### src/hw/efs_pkg.sv
// package for the e1 framer sync and overhead block
package efs_pkg;

  // apb register byte offsets
  localparam logic [7:0] A_FRAMER  = 8'h00;
  localparam logic [7:0] A_STATUS  = 8'h04;
  localparam logic [7:0] A_IMASK   = 8'h08;
  localparam logic [7:0] A_EVENTS  = 8'h0c;
  localparam logic [7:0] A_HDLC1   = 8'h10;
  localparam logic [7:0] A_HDLC2   = 8'h14;
  localparam logic [7:0] A_HDLC3   = 8'h18;
  localparam logic [7:0] A_SLOTS   = 8'h1c;
  localparam logic [7:0] A_COMMAND = 8'h20;
  localparam logic [7:0] A_TXSIG   = 8'h40;
  localparam logic [7:0] A_RXSIG   = 8'h80;
  localparam logic [7:0] A_SIG_END = 8'hc0;

  // framer control bit positions
  localparam int B_AUTO_EBIT  = 0;
  localparam int B_EBIT_POL   = 1;
  localparam int B_AUTO_RAI   = 2;
  localparam int B_FRS_LO     = 3;
  localparam int B_AUTO_RESYN = 5;
  localparam int B_CRC_RESYN  = 6;
  localparam int B_EXT_IW     = 7;
  localparam int B_CAS_EN     = 8;
  localparam int B_SIG_OPT    = 9;
  localparam int B_LINE_STD   = 10;

  localparam logic [1:0] FRS_CRC4 = 2'b10;
  localparam logic [1:0] FRS_IW   = 2'b11;

  // event bit positions
  localparam int E_IW400 = 0;
  localparam int E_CAS_CHANGE_EVENT  = 1;
  localparam int E_HDLC  = 2;
  localparam int NEV     = 11;

  // reset values
  localparam logic [10:0] FRAMER_RST = 11'h000;
  localparam logic [10:0] IMASK_RST  = 11'h7ff;
  localparam logic [7:0]  MODE_RST   = 8'h00;

  // timing
  localparam int CLK_HZ      = 40000000;
  localparam int T_MF_MS     = 8;
  localparam int T_IW_MS     = 400;
  localparam int T_CRC_MS    = 1000;
  localparam int CRC_LIMIT   = 914;
  localparam int CYC_PER_MS  = CLK_HZ / 1000;
  localparam logic [15:0] MS_TICK = 16'(CYC_PER_MS - 1);

  typedef enum logic [1:0] {
    SY_ASYNC,
    SY_BASIC,
    SY_MULTI
  } efs_sync_t;

  typedef struct packed {
    logic        frame_ok;
    logic        mf_found;
    logic        crc_err;
    logic        mf_start;
    logic        smf_crc_ok;
    logic [1:0]  receive_message_end;
    logic [2:0]  hdlc_ev;
  } efs_line_in_t;

endpackage : efs_pkg

### src/hw/efs_core.sv
// e1 framer synchronization control and time slot 0/16 overhead setup
//
// Functional notes
// auto e-bit on: send received submultiframe crc status as next multiframe's e-bits
// in asynchronous state send e-bit equal to polarity control
// auto remote alarm on: send remote alarm while frame alignment lost
// auto remote alarm on: stop remote alarm once basic alignment regained
// crc4 mode with auto resync: restart double-frame search after 8 ms
// crc resync option: new search when over 914 crc errors in one second
// interworking mode: stay in double framing after 400 ms without multiframe
// interworking mode: flag an event when the 400 ms search expires
// extended interworking: after 400 ms raise remote alarm, keep searching multiframe
// extended interworking: no full resync at each 8 ms interval
// host sets all three hdlc mode registers to 88 hex
// channel 1 control 18 hex enables signaling, continuous flags; others 08
// unmasked hdlc message end, pool full, pool ready events interrupt
// slot 16 in both slot maps carries hdlc data
// even/odd select 00 uses both frame parities for hdlc
// bit mask ff hex uses all eight slot bits
// channels 2 and 3 use the slots held in their select registers
// cas enabled and slot option clear: transmit the sixteen signaling registers
// unmasked cas change event interrupts on any receive signaling change
// host issues transmitter and receiver soft reset after setup
// host keeps line standard select at zero for e1
// events stay flagged until read; masked ones do not interrupt
`timescale 1ns/1ps
module efs_core
  import efs_pkg::*;
(
  // clock and reset
  input  wire logic         mclk,
  input  wire logic         rst_b,
  // apb slave
  input  wire logic         psel,
  input  wire logic         penable,
  input  wire logic         pwrite,
  input  wire logic [7:0]   paddr,
  input  wire logic [31:0]  pwdata,
  output logic              pready,
  output logic [31:0]       prdata,
  output logic              pslverr,
  // line receive indications (from receive framer pins)
  input  wire efs_line_in_t line_in,
  input  wire logic [7:0]   rx_sig_data,
  input  wire logic [3:0]   rx_sig_idx,
  input  wire logic         rx_sig_valid,
  // overhead to and from transmitter, hdlc maps, receiver resync and search, soft resets, interrupt
  output logic [1:0]        tx_ebits,
  output logic              tx_remote_alarm,
  output logic              tx_cas_en,
  output logic [7:0]        tx_sig_data,
  input  wire logic [3:0]   tx_sig_idx,
  output logic [31:0]       hdlc_slot_map,
  output logic [23:0]       hdlc_bit_mask,
  output logic              rx_resync,
  output logic              mf_search,
  output logic              tx_soft_reset,
  output logic              rx_soft_reset,
  output logic              irq
);

  typedef struct packed {
    efs_line_in_t   li1;
    efs_line_in_t   li2;
    logic [12:0]    sg1;
    logic [12:0]    sg2;
    logic [10:0]    framer;
    logic [10:0]    imask;
    logic [NEV-1:0] events;
    logic [31:0]    hdlc1;
    logic [31:0]    hdlc2;
    logic [31:0]    hdlc3;
    logic [31:0]    slots;
    efs_sync_t      sync;
    logic [15:0]    ms_cnt;
    logic           ms_tick;
    logic [9:0]     mf_ms;
    logic [9:0]     crc_ms;
    logic [9:0]     crc_cnt;
    logic           iw_expired;
    logic [1:0]     smf_stat;
    logic [1:0]     ebits;
    logic           rai;
    logic           resync;
    logic           transmitter_soft_reset;
    logic           receiver_soft_reset;
    logic           pready;
    logic [31:0]    prdata;
    logic           pslverr;
    logic [7:0]     txsig;
    logic           irq;
    logic           cas_en;
    logic           mf_srch;
  } efs_state_t;

  efs_state_t s_q;
  efs_state_t s_d;
  logic [7:0] tx_sig_mem [16];
  logic [7:0] rx_sig_mem [16];
  logic       tx_sig_we;
  logic       rx_sig_we;
  logic       rx_sig_chg;
  logic       rst_n_int;
  logic [1:0] rst_sync_q;

  assign rst_n_int = rst_sync_q[1];

  function automatic logic in_range(input logic [7:0] a, input logic [7:0] lo,
                                    input logic [7:0] hi);
    in_range = (a >= lo) && (a < hi);
  endfunction : in_range

  // reset release through two flip-flops
  always_ff @(posedge mclk or negedge rst_b) begin
    if (!rst_b) begin
      rst_sync_q <= '0;
    end else begin
      rst_sync_q <= {rst_sync_q[0], 1'b1};
    end
  end

  wire logic apb_acc = psel && penable && s_q.pready;
  wire logic apb_wr  = apb_acc && pwrite;
  wire logic apb_rd  = apb_acc && !pwrite;

  assign tx_sig_we  = apb_wr && in_range(paddr, A_TXSIG, A_RXSIG);
  assign rx_sig_we  = s_q.sg2[12];
  assign rx_sig_chg = rx_sig_we && (rx_sig_mem[s_q.sg2[11:8]] != s_q.sg2[7:0]);

  // signaling memories, cleared so a first change compares against zero
  always_ff @(posedge mclk or negedge rst_n_int) begin
    if (!rst_n_int) begin
      for (int i = 0; i < 16; i++) begin
        tx_sig_mem[i] <= '0;
        rx_sig_mem[i] <= '0;
      end
    end else begin
      if (tx_sig_we) begin
        tx_sig_mem[paddr[5:2]] <= pwdata[7:0];
      end
      if (rx_sig_we) begin
        rx_sig_mem[s_q.sg2[11:8]] <= s_q.sg2[7:0];
      end
    end
  end

  always_comb begin
    logic [1:0]     frs;
    logic           ext_iw;
    logic           lost;
    logic           iw_stay;
    logic [NEV-1:0] ev_set;
    logic           read_clr;
    s_d = s_q;
    frs = s_q.framer[B_FRS_LO+1:B_FRS_LO];
    ext_iw = s_q.framer[B_EXT_IW];
    lost = !s_q.li2.frame_ok;
    // plain interworking gives up the multiframe search once expired
    iw_stay = (frs == FRS_IW) && !ext_iw && s_q.iw_expired;
    ev_set = '0;
    read_clr = 1'b0;
    s_d.li1 = line_in;
    s_d.li2 = s_q.li1;
    s_d.sg1 = {rx_sig_valid, rx_sig_idx, rx_sig_data};
    s_d.sg2 = s_q.sg1;
    s_d.resync = 1'b0;
    s_d.transmitter_soft_reset = 1'b0;
    s_d.receiver_soft_reset = 1'b0;
    s_d.txsig = tx_sig_mem[tx_sig_idx];

    // millisecond enable
    s_d.ms_tick = (s_q.ms_cnt == MS_TICK);
    s_d.ms_cnt = s_d.ms_tick ? '0 : s_q.ms_cnt + 16'h0001;

    // sync state
    if (lost) begin
      s_d.sync = SY_ASYNC;
      s_d.mf_ms = '0;
      s_d.iw_expired = 1'b0;
    end else if (s_q.sync == SY_ASYNC) begin
      s_d.sync = SY_BASIC;
      s_d.mf_ms = '0;
    end else if (s_q.sync == SY_BASIC && s_q.li2.mf_found && frs[1] && !iw_stay) begin
      s_d.sync = SY_MULTI;
      s_d.iw_expired = 1'b0;
    end else if (s_q.sync == SY_BASIC && frs[1] && s_q.ms_tick) begin
      s_d.mf_ms = s_q.mf_ms + 10'd1;
      if (frs == FRS_CRC4 && s_q.framer[B_AUTO_RESYN] && !ext_iw &&
          s_q.mf_ms == 10'(T_MF_MS - 1)) begin
        // restart double frame
        // not in extended interworking
        s_d.resync = 1'b1;
        s_d.mf_ms = '0;
      end
      if (frs == FRS_IW && !s_q.iw_expired && s_q.mf_ms == 10'(T_IW_MS - 1)) begin
        // stay double framing
        s_d.iw_expired = 1'b1;
        // R8 400 ms event
        ev_set[E_IW400] = 1'b1;
      end
    end

    // crc error count per second
    if (s_q.li2.crc_err) begin
      s_d.crc_cnt = (s_q.crc_cnt == 10'h3ff) ? s_q.crc_cnt : s_q.crc_cnt + 10'd1;
    end
    if (s_q.ms_tick) begin
      s_d.crc_ms = s_q.crc_ms + 10'd1;
      if (s_q.crc_ms == 10'(T_CRC_MS - 1)) begin
        s_d.crc_ms = '0;
        s_d.crc_cnt = '0;
      end
    end
    if (s_q.framer[B_CRC_RESYN] && s_q.crc_cnt > 10'(CRC_LIMIT)) begin
      s_d.resync = 1'b1;
      s_d.crc_cnt = '0;
      s_d.sync = SY_ASYNC;
    end
    if (s_q.resync) begin
      s_d.sync = SY_ASYNC;
    end

    // e-bit generation
    if (s_q.li2.mf_start) begin
      s_d.smf_stat = {s_q.smf_stat[0], s_q.li2.smf_crc_ok};
    end
    if (s_q.sync == SY_ASYNC) begin
      // polarity in async state
      s_d.ebits = {2{s_q.framer[B_EBIT_POL]}};
    end else if (s_q.framer[B_AUTO_EBIT] && s_q.li2.mf_start) begin
      // insert received crc status
      s_d.ebits = s_q.smf_stat;
    end

    // remote alarm
    if (s_q.framer[B_AUTO_RAI] && lost) begin
      // raise on lost alignment
      s_d.rai = 1'b1;
    end else if (ext_iw && s_q.iw_expired) begin
      // alarm, keep searching
      s_d.rai = 1'b1;
    end else if (s_q.framer[B_AUTO_RAI]) begin
      // clear once realigned
      s_d.rai = 1'b0;
    end else begin
      s_d.rai = 1'b0;
    end

    // cas change event
    ev_set[E_CAS_CHANGE_EVENT] = rx_sig_chg;
    // hdlc events per channel
    ev_set[E_HDLC+8:E_HDLC] = {s_q.li2.hdlc_ev, s_q.li2.receive_message_end, s_q.li2.receive_message_end[0], 
                               s_q.li2.receive_message_end[1], s_q.li2.receive_message_end[0], s_q.li2.hdlc_ev[0]};

    // apb slave
    s_d.pready = 1'b1;
    s_d.pslverr = 1'b0;
    if (psel && !penable) begin
      s_d.pready = 1'b1;
    end
    if (apb_wr) begin
      if (paddr == A_FRAMER) begin
        s_d.framer = pwdata[10:0];
      end else if (paddr == A_IMASK) begin
        s_d.imask = pwdata[10:0];
      end else if (paddr == A_HDLC1) begin
        // channel control
        s_d.hdlc1 = pwdata;
      end else if (paddr == A_HDLC2) begin
        s_d.hdlc2 = pwdata;
      end else if (paddr == A_HDLC3) begin
        s_d.hdlc3 = pwdata;
      end else if (paddr == A_SLOTS) begin
        s_d.slots = pwdata;
      end else if (paddr == A_COMMAND) begin
        s_d.transmitter_soft_reset = pwdata[0];
        s_d.receiver_soft_reset = pwdata[1];
      end
    end
    if (psel && !penable && !pwrite) begin
      s_d.prdata = '0;
      if (paddr == A_FRAMER) begin
        s_d.prdata = 32'(s_q.framer);
      end else if (paddr == A_STATUS) begin
        s_d.prdata = 32'({s_q.rai, s_q.iw_expired, s_q.sync});
      end else if (paddr == A_IMASK) begin
        s_d.prdata = 32'(s_q.imask);
      end else if (paddr == A_EVENTS) begin
        s_d.prdata = 32'(s_q.events);
      end else if (paddr == A_HDLC1) begin
        s_d.prdata = s_q.hdlc1;
      end else if (paddr == A_HDLC2) begin
        s_d.prdata = s_q.hdlc2;
      end else if (paddr == A_HDLC3) begin
        s_d.prdata = s_q.hdlc3;
      end else if (paddr == A_SLOTS) begin
        s_d.prdata = s_q.slots;
      end else if (in_range(paddr, A_TXSIG, A_RXSIG)) begin
        s_d.prdata = 32'(tx_sig_mem[paddr[5:2]]);
      end else if (in_range(paddr, A_RXSIG, A_SIG_END)) begin
        s_d.prdata = 32'(rx_sig_mem[paddr[5:2]]);
      end
    end
    read_clr = apb_rd && (paddr == A_EVENTS);
    // sticky until read, set wins; only bits the host saw are cleared
    s_d.events = (s_q.events & ~(read_clr ? s_q.prdata[NEV-1:0] : '0)) | ev_set;
    s_d.irq = |(s_q.events & ~s_q.imask);
    // cas enable from control bits
    s_d.cas_en = s_q.framer[B_CAS_EN] && !s_q.framer[B_SIG_OPT];
    s_d.mf_srch = (s_d.sync == SY_BASIC) && frs[1] && !iw_stay;
  end

  always_ff @(posedge mclk or negedge rst_n_int) begin
    if (!rst_n_int) begin
      s_q        <= '0;
      s_q.framer <= FRAMER_RST;
      s_q.imask  <= IMASK_RST;
      s_q.sync   <= SY_ASYNC;
    end else begin
      s_q <= s_d;
    end
  end

  // slot 16 from both maps
  // even and odd frames
  // bit masks
  // channel 2 and 3 slots
  assign hdlc_slot_map = s_q.slots;
  assign hdlc_bit_mask = {s_q.hdlc3[15:8], s_q.hdlc2[15:8], s_q.hdlc1[15:8]};
  // cas from transmit registers
  assign tx_cas_en       = s_q.cas_en;
  assign tx_sig_data     = s_q.txsig;
  assign tx_ebits        = s_q.ebits;
  assign tx_remote_alarm = s_q.rai;
  assign rx_resync       = s_q.resync;
  assign mf_search       = s_q.mf_srch;
  assign tx_soft_reset   = s_q.transmitter_soft_reset;
  assign rx_soft_reset   = s_q.receiver_soft_reset;
  assign irq             = s_q.irq;
  assign pready          = s_q.pready;
  assign prdata          = s_q.prdata;
  assign pslverr         = s_q.pslverr;

endmodule : efs_core

### config.mk
export PLATFORM = sky130hd
export DESIGN_NAME = efs_core
export DESIGN_NICKNAME = d
export VERILOG_FILES = /design/src/hw/efs_pkg.sv /design/src/hw/efs_core.sv
export SDC_FILE = /design/constraint.sdc
export NUM_CORES = 1
export LEC_CHECK = 0
export ABC_CLOCK_PERIOD_IN_PS = 19300
export CORE_MARGIN = 2
export CORE_UTILIZATION = 48
export CTS_BUF_LIST = sky130_fd_sc_hd__clkbuf_2
export DETAILED_ROUTE_END_ITERATION = 10
export DONT_BUFFER_PORTS = 1
export PLACE_DENSITY = 0.75
export SYNTH_ARGS = -nofsm -noshare
export SYNTH_HDL_FRONTEND = slang
export SYNTH_SLANG_ARGS = --single-unit
### constraint.sdc
create_clock -name mclk -period 19.3 [get_ports mclk]
set_input_delay 1.93 -clock mclk [delete_from_list [all_inputs] [get_ports mclk]]
set_output_delay 1.93 -clock mclk [all_outputs]
set_load 0.03 [all_outputs]
==> results.tsv, run 1 <==
metric	value	unit
result of the run	completed	
peak supply drop	0.05781	mV
Worst R2R End	s_q[232]$_DFF_PN0_	
Mapped Area	27750	um2
crit end category	output pin	
final setup vio count	0	
Die X	244.5	um
number of max-cap violations	0	
largest net degree at the start of global routing	202	
final worst path period need	4.012	ns
clock net sink count	567	
residual overflow from global routing	0	
TritonCTS clock tree	yes	
R2R cell count	7	
Final Max Tran Viols	0	
Core Rows	88	
leading register cell type out of synthesis	sky130_fd_sc_hd__dfrtp_1	
initial core utilization	48.29	%
post-detailed-routing wire length	68780	um
number of nets in the layout	2104	
Final Hold Viols	0	
Distinct cells, synth	77	
number of buffers on the longest clock path	3	
Fin Clk Skew	0.09249	ns
H-tree depth	4	
post-synthesis average cell area	13.29	um2
category of the critical setup timing path	reg -> out	
# hold bufs at CTS	0	
antenna-violating nets left	0	
Final HPWL DP	44950	um
number of search-and-repair iterations in the first detailed-routing pass	8	
die height	244.5	um
global routing met3 resource utilization	9.175	%
total chip power	2.489	mW
post-cts gate resize count	0	
core outline area	57480	um2
Slew @ Worst Pin	1.234	ns
total number of yosys warnings	0	
Max Clock Freq	0.2493	GHz
required time of the critical path	17.37	ns
total of buffers placed on input and output ports	0	
number of global-route vias before repair	18147	
number of flops mapped to enable cells by yosys	0	
Total Neg Setup Slack	0	ns
number of storage elements in the synthesis netlist	567	
area of the die	59760	um2
flop-to-flop setup slack	16.33	ns
path type of the worst min-delay path	in -> async	
unrepaired setup endpoints after global routing	no	
Leakage	13.30	nW
routed length per instance	23.71	um
met1 capacity usage during global routing	29.35	%
global-route track usage on met2	35.61	%
number of clock buffers inserted by TritonCTS	147	
via count	17508	
standard cell area after detailed placement	27410	um2
num ports	179	
worst flop-to-flop path startpoint	s_q[272]$_DFF_PN0_	
slew margin rel.	17.52	%
final weighted congestion in routability-driven placement	0.9096	
global-route wire length before repair	106900	um
DRC violation count after routing	0	
clock latency reported for the late side of the worst-skew pair	1.39	ns
Filler Cell Count	4989	
power density of the placed cells	86.49	nW/um2
share of async-settable or async-resettable flops after synthesis	100.0	%
sequential element share of the synthesized area	51.17	%
buffer type at the clock tree root	sky130_fd_sc_hd__clkbuf_2	
DRC marker count from the first detailed-route iteration	1692	
number of instances in the synthesized netlist	2089	
total non-filler cell area in the finished layout	28780	um2
proportion of layout cells with a drive suffix above 1	33.54	%
Post-CTS Repair Setup Buffers	0	
global-route usage over all layers	23.31	%
signal arrival time at the worst endpoint	2.08	ns
vias per inst	6.035	
area delta synth->final	3.701	%
Reg clk slew, reported paths	0.11	ns
share of the cycle needed by the critical path after routing	20.79	%
maximum fanout encountered on the critical timing path	3	
number of antenna violations at the first check in global routing	4	
kind of start point of the critical path	register	
global route hottest layer	met2	
[cell type report]
cell class | count | area, um2 | share of cell area (%)
repair buffers | 9 | 92.59 | 0.3217
multi-input cells | 1281 | 12070 | 41.95
inverters | 21 | 78.83 | 0.2739
well taps | 765 | 957.2 | 3.326
flip-flops and latches | 567 | 14210 | 49.37
clock inverters | 36 | 267.8 | 0.9304
diodes | 4 | 10.01 | 0.03478
clock buffers | 218 | 1091 | 3.791
[worst max-delay path by stage]
| stage | startpoint | end | slack [ns] | cells past startpoint |
|---|---|---|---|---|
| floorplan | rst_sync_q[1]$_DFF_PN0_ | hdlc_bit_mask[0]$_DFFE_PN0P_ | 2.35 | 0 |
| global route | hdlc_slot_map[4]$_DFFE_PN0P_ | hdlc_slot_map[4] | 15.15 | 0 |
| detailed placement | paddr[1] | prdata[6]$_DFFE_PN0P_ | 14.58 | 7 |
| global placement | paddr[1] | prdata[6]$_DFFE_PN0P_ | 14.60 | 7 |
| CTS | hdlc_slot_map[2]$_DFFE_PN0P_ | hdlc_slot_map[2] | 15.19 | 0 |
| finish | hdlc_slot_map[7]$_DFFE_PN0P_ | hdlc_slot_map[7] | 15.29 | 0 |
[logic make-up (layout without fill, tap and decap cells)]
family	after synthesis	count (layout)	synth area share (%)
flip-flops	567	567	51.17
XOR/XNOR	35	35	1.105
adder cells (fa/ha/maj)	5	5	0.2254
AND/OR/NAND/NOR	361	361	6.776
AO/OA/AOI/OAI	257	257	6.172
other	2	7	0.02706
buffers and inverters	242	284	5.387
multiplexers	620	620	29.13
[cell usage after synthesis (all sizes together), types with 12 or more instances]
library cell | n | share of area (%)
a21oi | 50 | 0.90
mux2 | 422 | 17
o221ai | 18 | 0.57
o21ai | 70 | 1.3
a22oi | 31 | 0.84
inv | 21 | 0.28
mux4 | 108 | 8.8
nor2 | 88 | 1.4
nand3 | 33 | 0.63
buf | 172 | 4.4
xor2 | 22 | 0.69
o22ai | 14 | 0.32
nor3 | 28 | 0.83
dfrtp | 556 | 50
clkbuf | 49 | 0.66
xnor2 | 13 | 0.41
a21o | 12 | 0.32
and3 | 12 | 0.27
nor2b | 15 | 0.34
mux2i | 90 | 3.2
a221oi | 17 | 0.63
nand2 | 122 | 1.7
nand4 | 15 | 0.36
[power by group]
part	leakage [nW]	internal [mW]	switching (mW)	total, mW
Combinational	4.86	0.147	0.113	0.260
Sequential	7.42	1.28	0.0957	1.37
Clock	1.02	0.354	0.502	0.856
[routing by layer]
layer  routed length [um]  share of wire [%]  vias up
met3                 7021                 10      172
met5                    0                  0        -
li1                     -                  -     7572
met1                27460                 40     9004
met2                31850                 46      760
met4                 2442                3.6        0
[through the flow]
step / setup slack, ns / hold slack [ns] / utilization, % / instances
6_report: 15.29 / 0.2674 / 50.07 / 2901
3_5_place_dp: 14.58 / 0.3347 / 47.69 / 2643
2_1_floorplan: 2.345 / 0.3312 / - / 2090
5_1_grt: 15.15 / 0.08405 / 50.07 / 2901
3_3_place_gp: 14.60 / 0.3343 / 47.69 / 2643
4_1_cts: 15.19 / 0.1036 / 50.06 / 2897
[cells in the final DEF, fill, tap and decap left out, types with 6 or more instances in the layout]
cell type / count
sky130_fd_sc_hd__xor2_1: 22
sky130_fd_sc_hd__mux2_2: 304
sky130_fd_sc_hd__dfstp_2: 11
sky130_fd_sc_hd__nand2b_1: 11
sky130_fd_sc_hd__dfrtp_1: 553
sky130_fd_sc_hd__nor3_4: 6
sky130_fd_sc_hd__clkinv_1: 22
sky130_fd_sc_hd__nand3_1: 31
sky130_fd_sc_hd__mux2_1: 118
sky130_fd_sc_hd__a21o_1: 12
sky130_fd_sc_hd__nand4_1: 14
sky130_fd_sc_hd__clkbuf_2: 218
sky130_fd_sc_hd__inv_1: 20
sky130_fd_sc_hd__o211ai_1: 8
sky130_fd_sc_hd__mux4_2: 108
sky130_fd_sc_hd__a21oi_1: 50
sky130_fd_sc_hd__a221oi_1: 13
sky130_fd_sc_hd__o22ai_1: 14
sky130_fd_sc_hd__nor2_1: 72
sky130_fd_sc_hd__nor3_1: 16
sky130_fd_sc_hd__nor2b_1: 15
sky130_fd_sc_hd__buf_4: 7
sky130_fd_sc_hd__o221ai_1: 18
sky130_fd_sc_hd__o21ai_0: 44
sky130_fd_sc_hd__mux2i_1: 90
sky130_fd_sc_hd__xnor2_1: 13
sky130_fd_sc_hd__nand2_1: 118
sky130_fd_sc_hd__a22oi_1: 31
sky130_fd_sc_hd__nor3_2: 6
sky130_fd_sc_hd__and3_1: 12
sky130_fd_sc_hd__o21ai_1: 26
sky130_fd_sc_hd__nor2_2: 15
[sequential cells by signal (all words and copies together) (netlist names), 2 cells and up]
register and cells:
hdlc_slot_map 32, rst_sync_q 2, s_q 179, rx_sig_mem 128, prdata 32, s_d 23
hdlc_bit_mask 24, tx_sig_mem 128, tx_ebits 2, tx_sig_data 8
Note: power is estimated with default switching activity, not from simulation.
==> run 2, diff against run 1 <==
Settings changed: ABC_AREA set to 1, ABC_CLOCK_PERIOD_IN_PS 19300 to 3400, PLACE_DENSITY 0.75 to 0.77.
Clock period 19.3 ns to 3.4 ns, I/O delays scaled along.
==> results.tsv, run 2 <==
metric	value	unit	change
final worst path period need	3.322	ns	
number of storage elements in the synthesis netlist	567		unchanged
Distinct cells, synth	48		-38%
Slew @ Worst Pin	1.106	ns	-0.1276 ns
global route hottest layer	met2		
peak supply drop	0.3498	mV	+510%
share of async-settable or async-resettable flops after synthesis	100.0	%	unchanged
final setup vio count	0		unchanged
area share of the largest cell type after synthesis	50.35	%	+0.22 points
most used cells in the layout excluding fill and tap cells	1083 x sky130_fd_sc_hd__nand2_1, 554 x sky130_fd_sc_hd__dfrtp_1, 460 x sky130_fd_sc_hd__o21ai_0		
register with the most flip-flops	s_q		
DRC violation count after routing	0		unchanged
fin worst setup slack	0.07847	ns	-15.21 ns
post-layout instance count excluding filler cells	4366		+50%
WP buf/inv	5		
unrepaired setup endpoints after global routing	no		
met1 capacity usage during global routing	38.12	%	+8.8 points
routed length per instance	19.13	um	-19%
initial core utilization	48.82	%	+0.53 points
CP max stage delay	1.11	ns	
utilization after layout	53.47	%	+3.4 points
required time of the critical path	4.43	ns	-12.94 ns
post-route worst hold slack	0.05826	ns	-0.2091 ns
num ports	179		unchanged
buffer type at the clock tree root	sky130_fd_sc_hd__clkbuf_2		
Leakage	14.48	nW	+8.9%
number of clock buffers inserted by TritonCTS	141		-4.1%
category of the critical setup timing path	in -> reg		
core outline area	56600	um2	-1.5%
maximum fanout encountered on the critical timing path	64		+61
Final HPWL DP	51950	um	+16%
post-synthesis average cell area	7.977	um2	-40%
TritonCTS clock tree	yes		
registers with the highest flip-flop counts	s_q: 179 flops, rx_sig_mem: 128 flops, tx_sig_mem: 128 flops		
number of antenna violations at the first check in global routing	2		-2
crit end category	register		
vias per inst	5.684		-5.8%
total non-filler cell area in the finished layout	30270	um2	+5.2%
global-route usage over all layers	27.79	%	+4.5 points
Mapped Area	27630	um2	-0.43%
global-route wire length before repair	131200	um	+23%
Fin Clk Skew	0.1065	ns	+0.01403 ns
proportion of layout cells with a drive suffix above 1	9.124	%	-24 points
via count	24815		+42%
total number of yosys warnings	0		unchanged
number of max-cap violations	0		unchanged
number of instances in the synthesized netlist	3464		+66%
most frequent cell after synthesis	sky130_fd_sc_hd__nand2_1		
Reg clk slew, reported paths	0.10	ns	about the same
number of buffers on the longest clock path	3		unchanged
number of nets in the layout	3589		+71%
worst-path cell with the longest stage delay	sky130_fd_sc_hd__dlygate4sd3_1		
signal arrival time at the worst endpoint	4.35	ns	+2.27 ns
path type of the worst min-delay path	in -> reg		
leading register cell type out of synthesis	sky130_fd_sc_hd__dfrtp_1		
total of buffers placed on input and output ports	0		unchanged
standard cell area after detailed placement	27430	um2	about the same
top cells by instance count after synthesis	1084 x sky130_fd_sc_hd__nand2_1, 556 x sky130_fd_sc_hd__dfrtp_1, 460 x sky130_fd_sc_hd__o21ai_0		
placed insts	3975		+50%
die height	243.9	um	-0.21%
post-detailed-routing wire length	83500	um	+21%
global-route track usage on met2	42.41	%	+6.8 points
clock latency reported for the late side of the worst-skew pair	1.20	ns	-0.19 ns
clock net sink count	567		unchanged
Core Rows	87		-1.1%
antenna-violating nets left	0		unchanged
cell-by-cell trace of the critical path	dlygate4sd3_1 -> buf_12 -> inv_2 -> nor2_2 -> buf_4 -> nand2_1 -> nor2_4 -> nand2_4 -> nand2_1 -> o21ai_1 -> dlygate4sd3_1		
H-tree depth	4		unchanged
area of the die	59500	um2	-0.42%
result of the run	completed		
number of flops mapped to enable cells by yosys	0		unchanged
number of search-and-repair iterations in the first detailed-routing pass	7		-1
share of the cycle needed by the critical path after routing	97.69	%	
number of flip-flops in the largest register	179		unchanged
Final Hold Viols	0		unchanged
number of global-route vias before repair	23556		+30%
DRC marker count from the first detailed-route iteration	3332		+97%
sequential element share of the synthesized area	51.40	%	+0.22 points
global routing met3 resource utilization	7.946	%	-1.2 points
Max Clock Freq	0.3011	GHz	
slew margin rel.	26.26	%	+8.7 points
Synth area leader	sky130_fd_sc_hd__dfrtp_1		
area delta synth->final	9.527	%	
Die X	243.9	um	-0.21%
largest net degree at the start of global routing	107		-47%
cell class contributing the biggest share of worst-path delay	buffers and inverters		
Final Max Tran Viols	0		unchanged
top area cells in the synthesized netlist	sky130_fd_sc_hd__dfrtp_1 50%, sky130_fd_sc_hd__nand2_1 15%, sky130_fd_sc_hd__o21ai_0 8.3%		
power density of the placed cells	469.0	nW/um2	+440%
most frequent standard cell in the layout excluding fill and tap cells	sky130_fd_sc_hd__nand2_1		
kind of start point of the critical path	input pin		
worst slack at placement	0.7165	ns	-13.86 ns
final weighted congestion in routability-driven placement	0.9290		+2.1%
residual overflow from global routing	0		unchanged
==> run 2: cell types whose count changed in the layout (fill, tap and decap cells not counted), moves of 61 or more <==
cell,previous run,this run
sky130_fd_sc_hd__nand2_1,118,1083
sky130_fd_sc_hd__o21ai_0,44,460
sky130_fd_sc_hd__mux2_2,304,0
sky130_fd_sc_hd__inv_1,20,217
sky130_fd_sc_hd__nor2_1,72,256
sky130_fd_sc_hd__dlygate4sd3_1,0,146
sky130_fd_sc_hd__mux2_1,118,0
sky130_fd_sc_hd__mux4_2,108,0
sky130_fd_sc_hd__mux2i_1,90,0
sky130_fd_sc_hd__o21ai_1,26,93
sky130_fd_sc_hd__a21oi_1,50,112
sky130_fd_sc_hd__nand3_1,31,92
==> run 2: worst register-to-register path: cells and delay by family (launching register included) <==
family / cells / cell delay [ns]
AND/OR/NAND/NOR: 5 / 0.87
flip-flops: 1 / 0.48
buffers and inverters: 4 / 1.69
AO/OA/AOI/OAI: 1 / 0.09
==> run 2: cell families (layout without fill, tap and decap cells) <==
kind of cell	count (synthesis)	count (layout)	share of synthesized area (%)
XOR/XNOR	12	12	0.3803
AND/OR/NAND/NOR	1552	1552	22.95
other	2	7	0.02718
adder cells (fa/ha/maj)	5	5	0.2264
buffers and inverters	524	665	9.065
AO/OA/AOI/OAI	802	802	15.95
flip-flops	567	567	51.40
==> run 2: area by class of cell <==
cell class / instances / area (um2)
antenna: 4 / 10.01
clock buffer: 194 / 970.9
clock inverter: 43 / 304.0
fill: 5239 / 26340
inverter: 234 / 878.3
multi-input combinational: 2374 / 10950
sequential: 567 / 14210
tap: 756 / 945.9
timing repair buffer: 194 / 2002
==> run 2: worst paths after layout <==
kind                                         start                       endpoint  slack, ns  depth (start not counted)
min in group asynchronous  rst_sync_q[1]$_DFF_PN0_     rx_sig_mem[37]$_DFFE_PN0P_       0.35                          0
setup reg to reg                  pready$_DFF_PN0_  hdlc_slot_map[28]$_DFFE_PN0P_       0.10                         10
hold / removal                                psel           s_q[142]$_DFFE_PN0P_       0.06                          4
max in group asynchronous  rst_sync_q[1]$_DFF_PN0_              s_q[56]$_DFF_PN0_       2.04                          1
hold reg to reg            rst_sync_q[1]$_DFF_PN0_     rx_sig_mem[37]$_DFFE_PN0P_       0.35                          0
setup / recovery                          paddr[3]  hdlc_bit_mask[22]$_DFFE_PN0P_       0.08                         11
==> run 2: stage by stage <==
| step | TNS, ns | power [mW] |
|---|---|---|
| finish | 0 | 14.19 |
| global route | 0 | 14.90 |
| CTS | 0 | 14.20 |
| detailed placement | 0 | 9.374 |
| global placement | 0 | 9.324 |
| floorplan | -1171.47 | 8.934 |
==> run 2: what timing repair did <==
| action | CTS | global route |
|---|---|---|
| buffers inserted | 0 | 0 |
| hold buffers | 150 | 0 |
| resized for setup | 0 | 5 |
| endpoints found under the hold margin | 343 | 0 |
| endpoints found under the setup margin | 0 | 50 |
==> run 2: per-layer routing <==
metal | up-vias | part of all wire (%)
met4 | 0 | 2.8
met3 | 221 | 12
met5 | - | 0
met1 | 11767 | 40
met2 | 1448 | 45
li1 | 11379 | -
==> run 2: report_power, final <==
| part | switching (mW) | internal [mW] |
|---|---|---|
| Combinational | 1.14 | 0.633 |
| Clock | 2.81 | 1.91 |
| Sequential | 0.485 | 7.22 |
| Total | 4.43 | 9.77 |
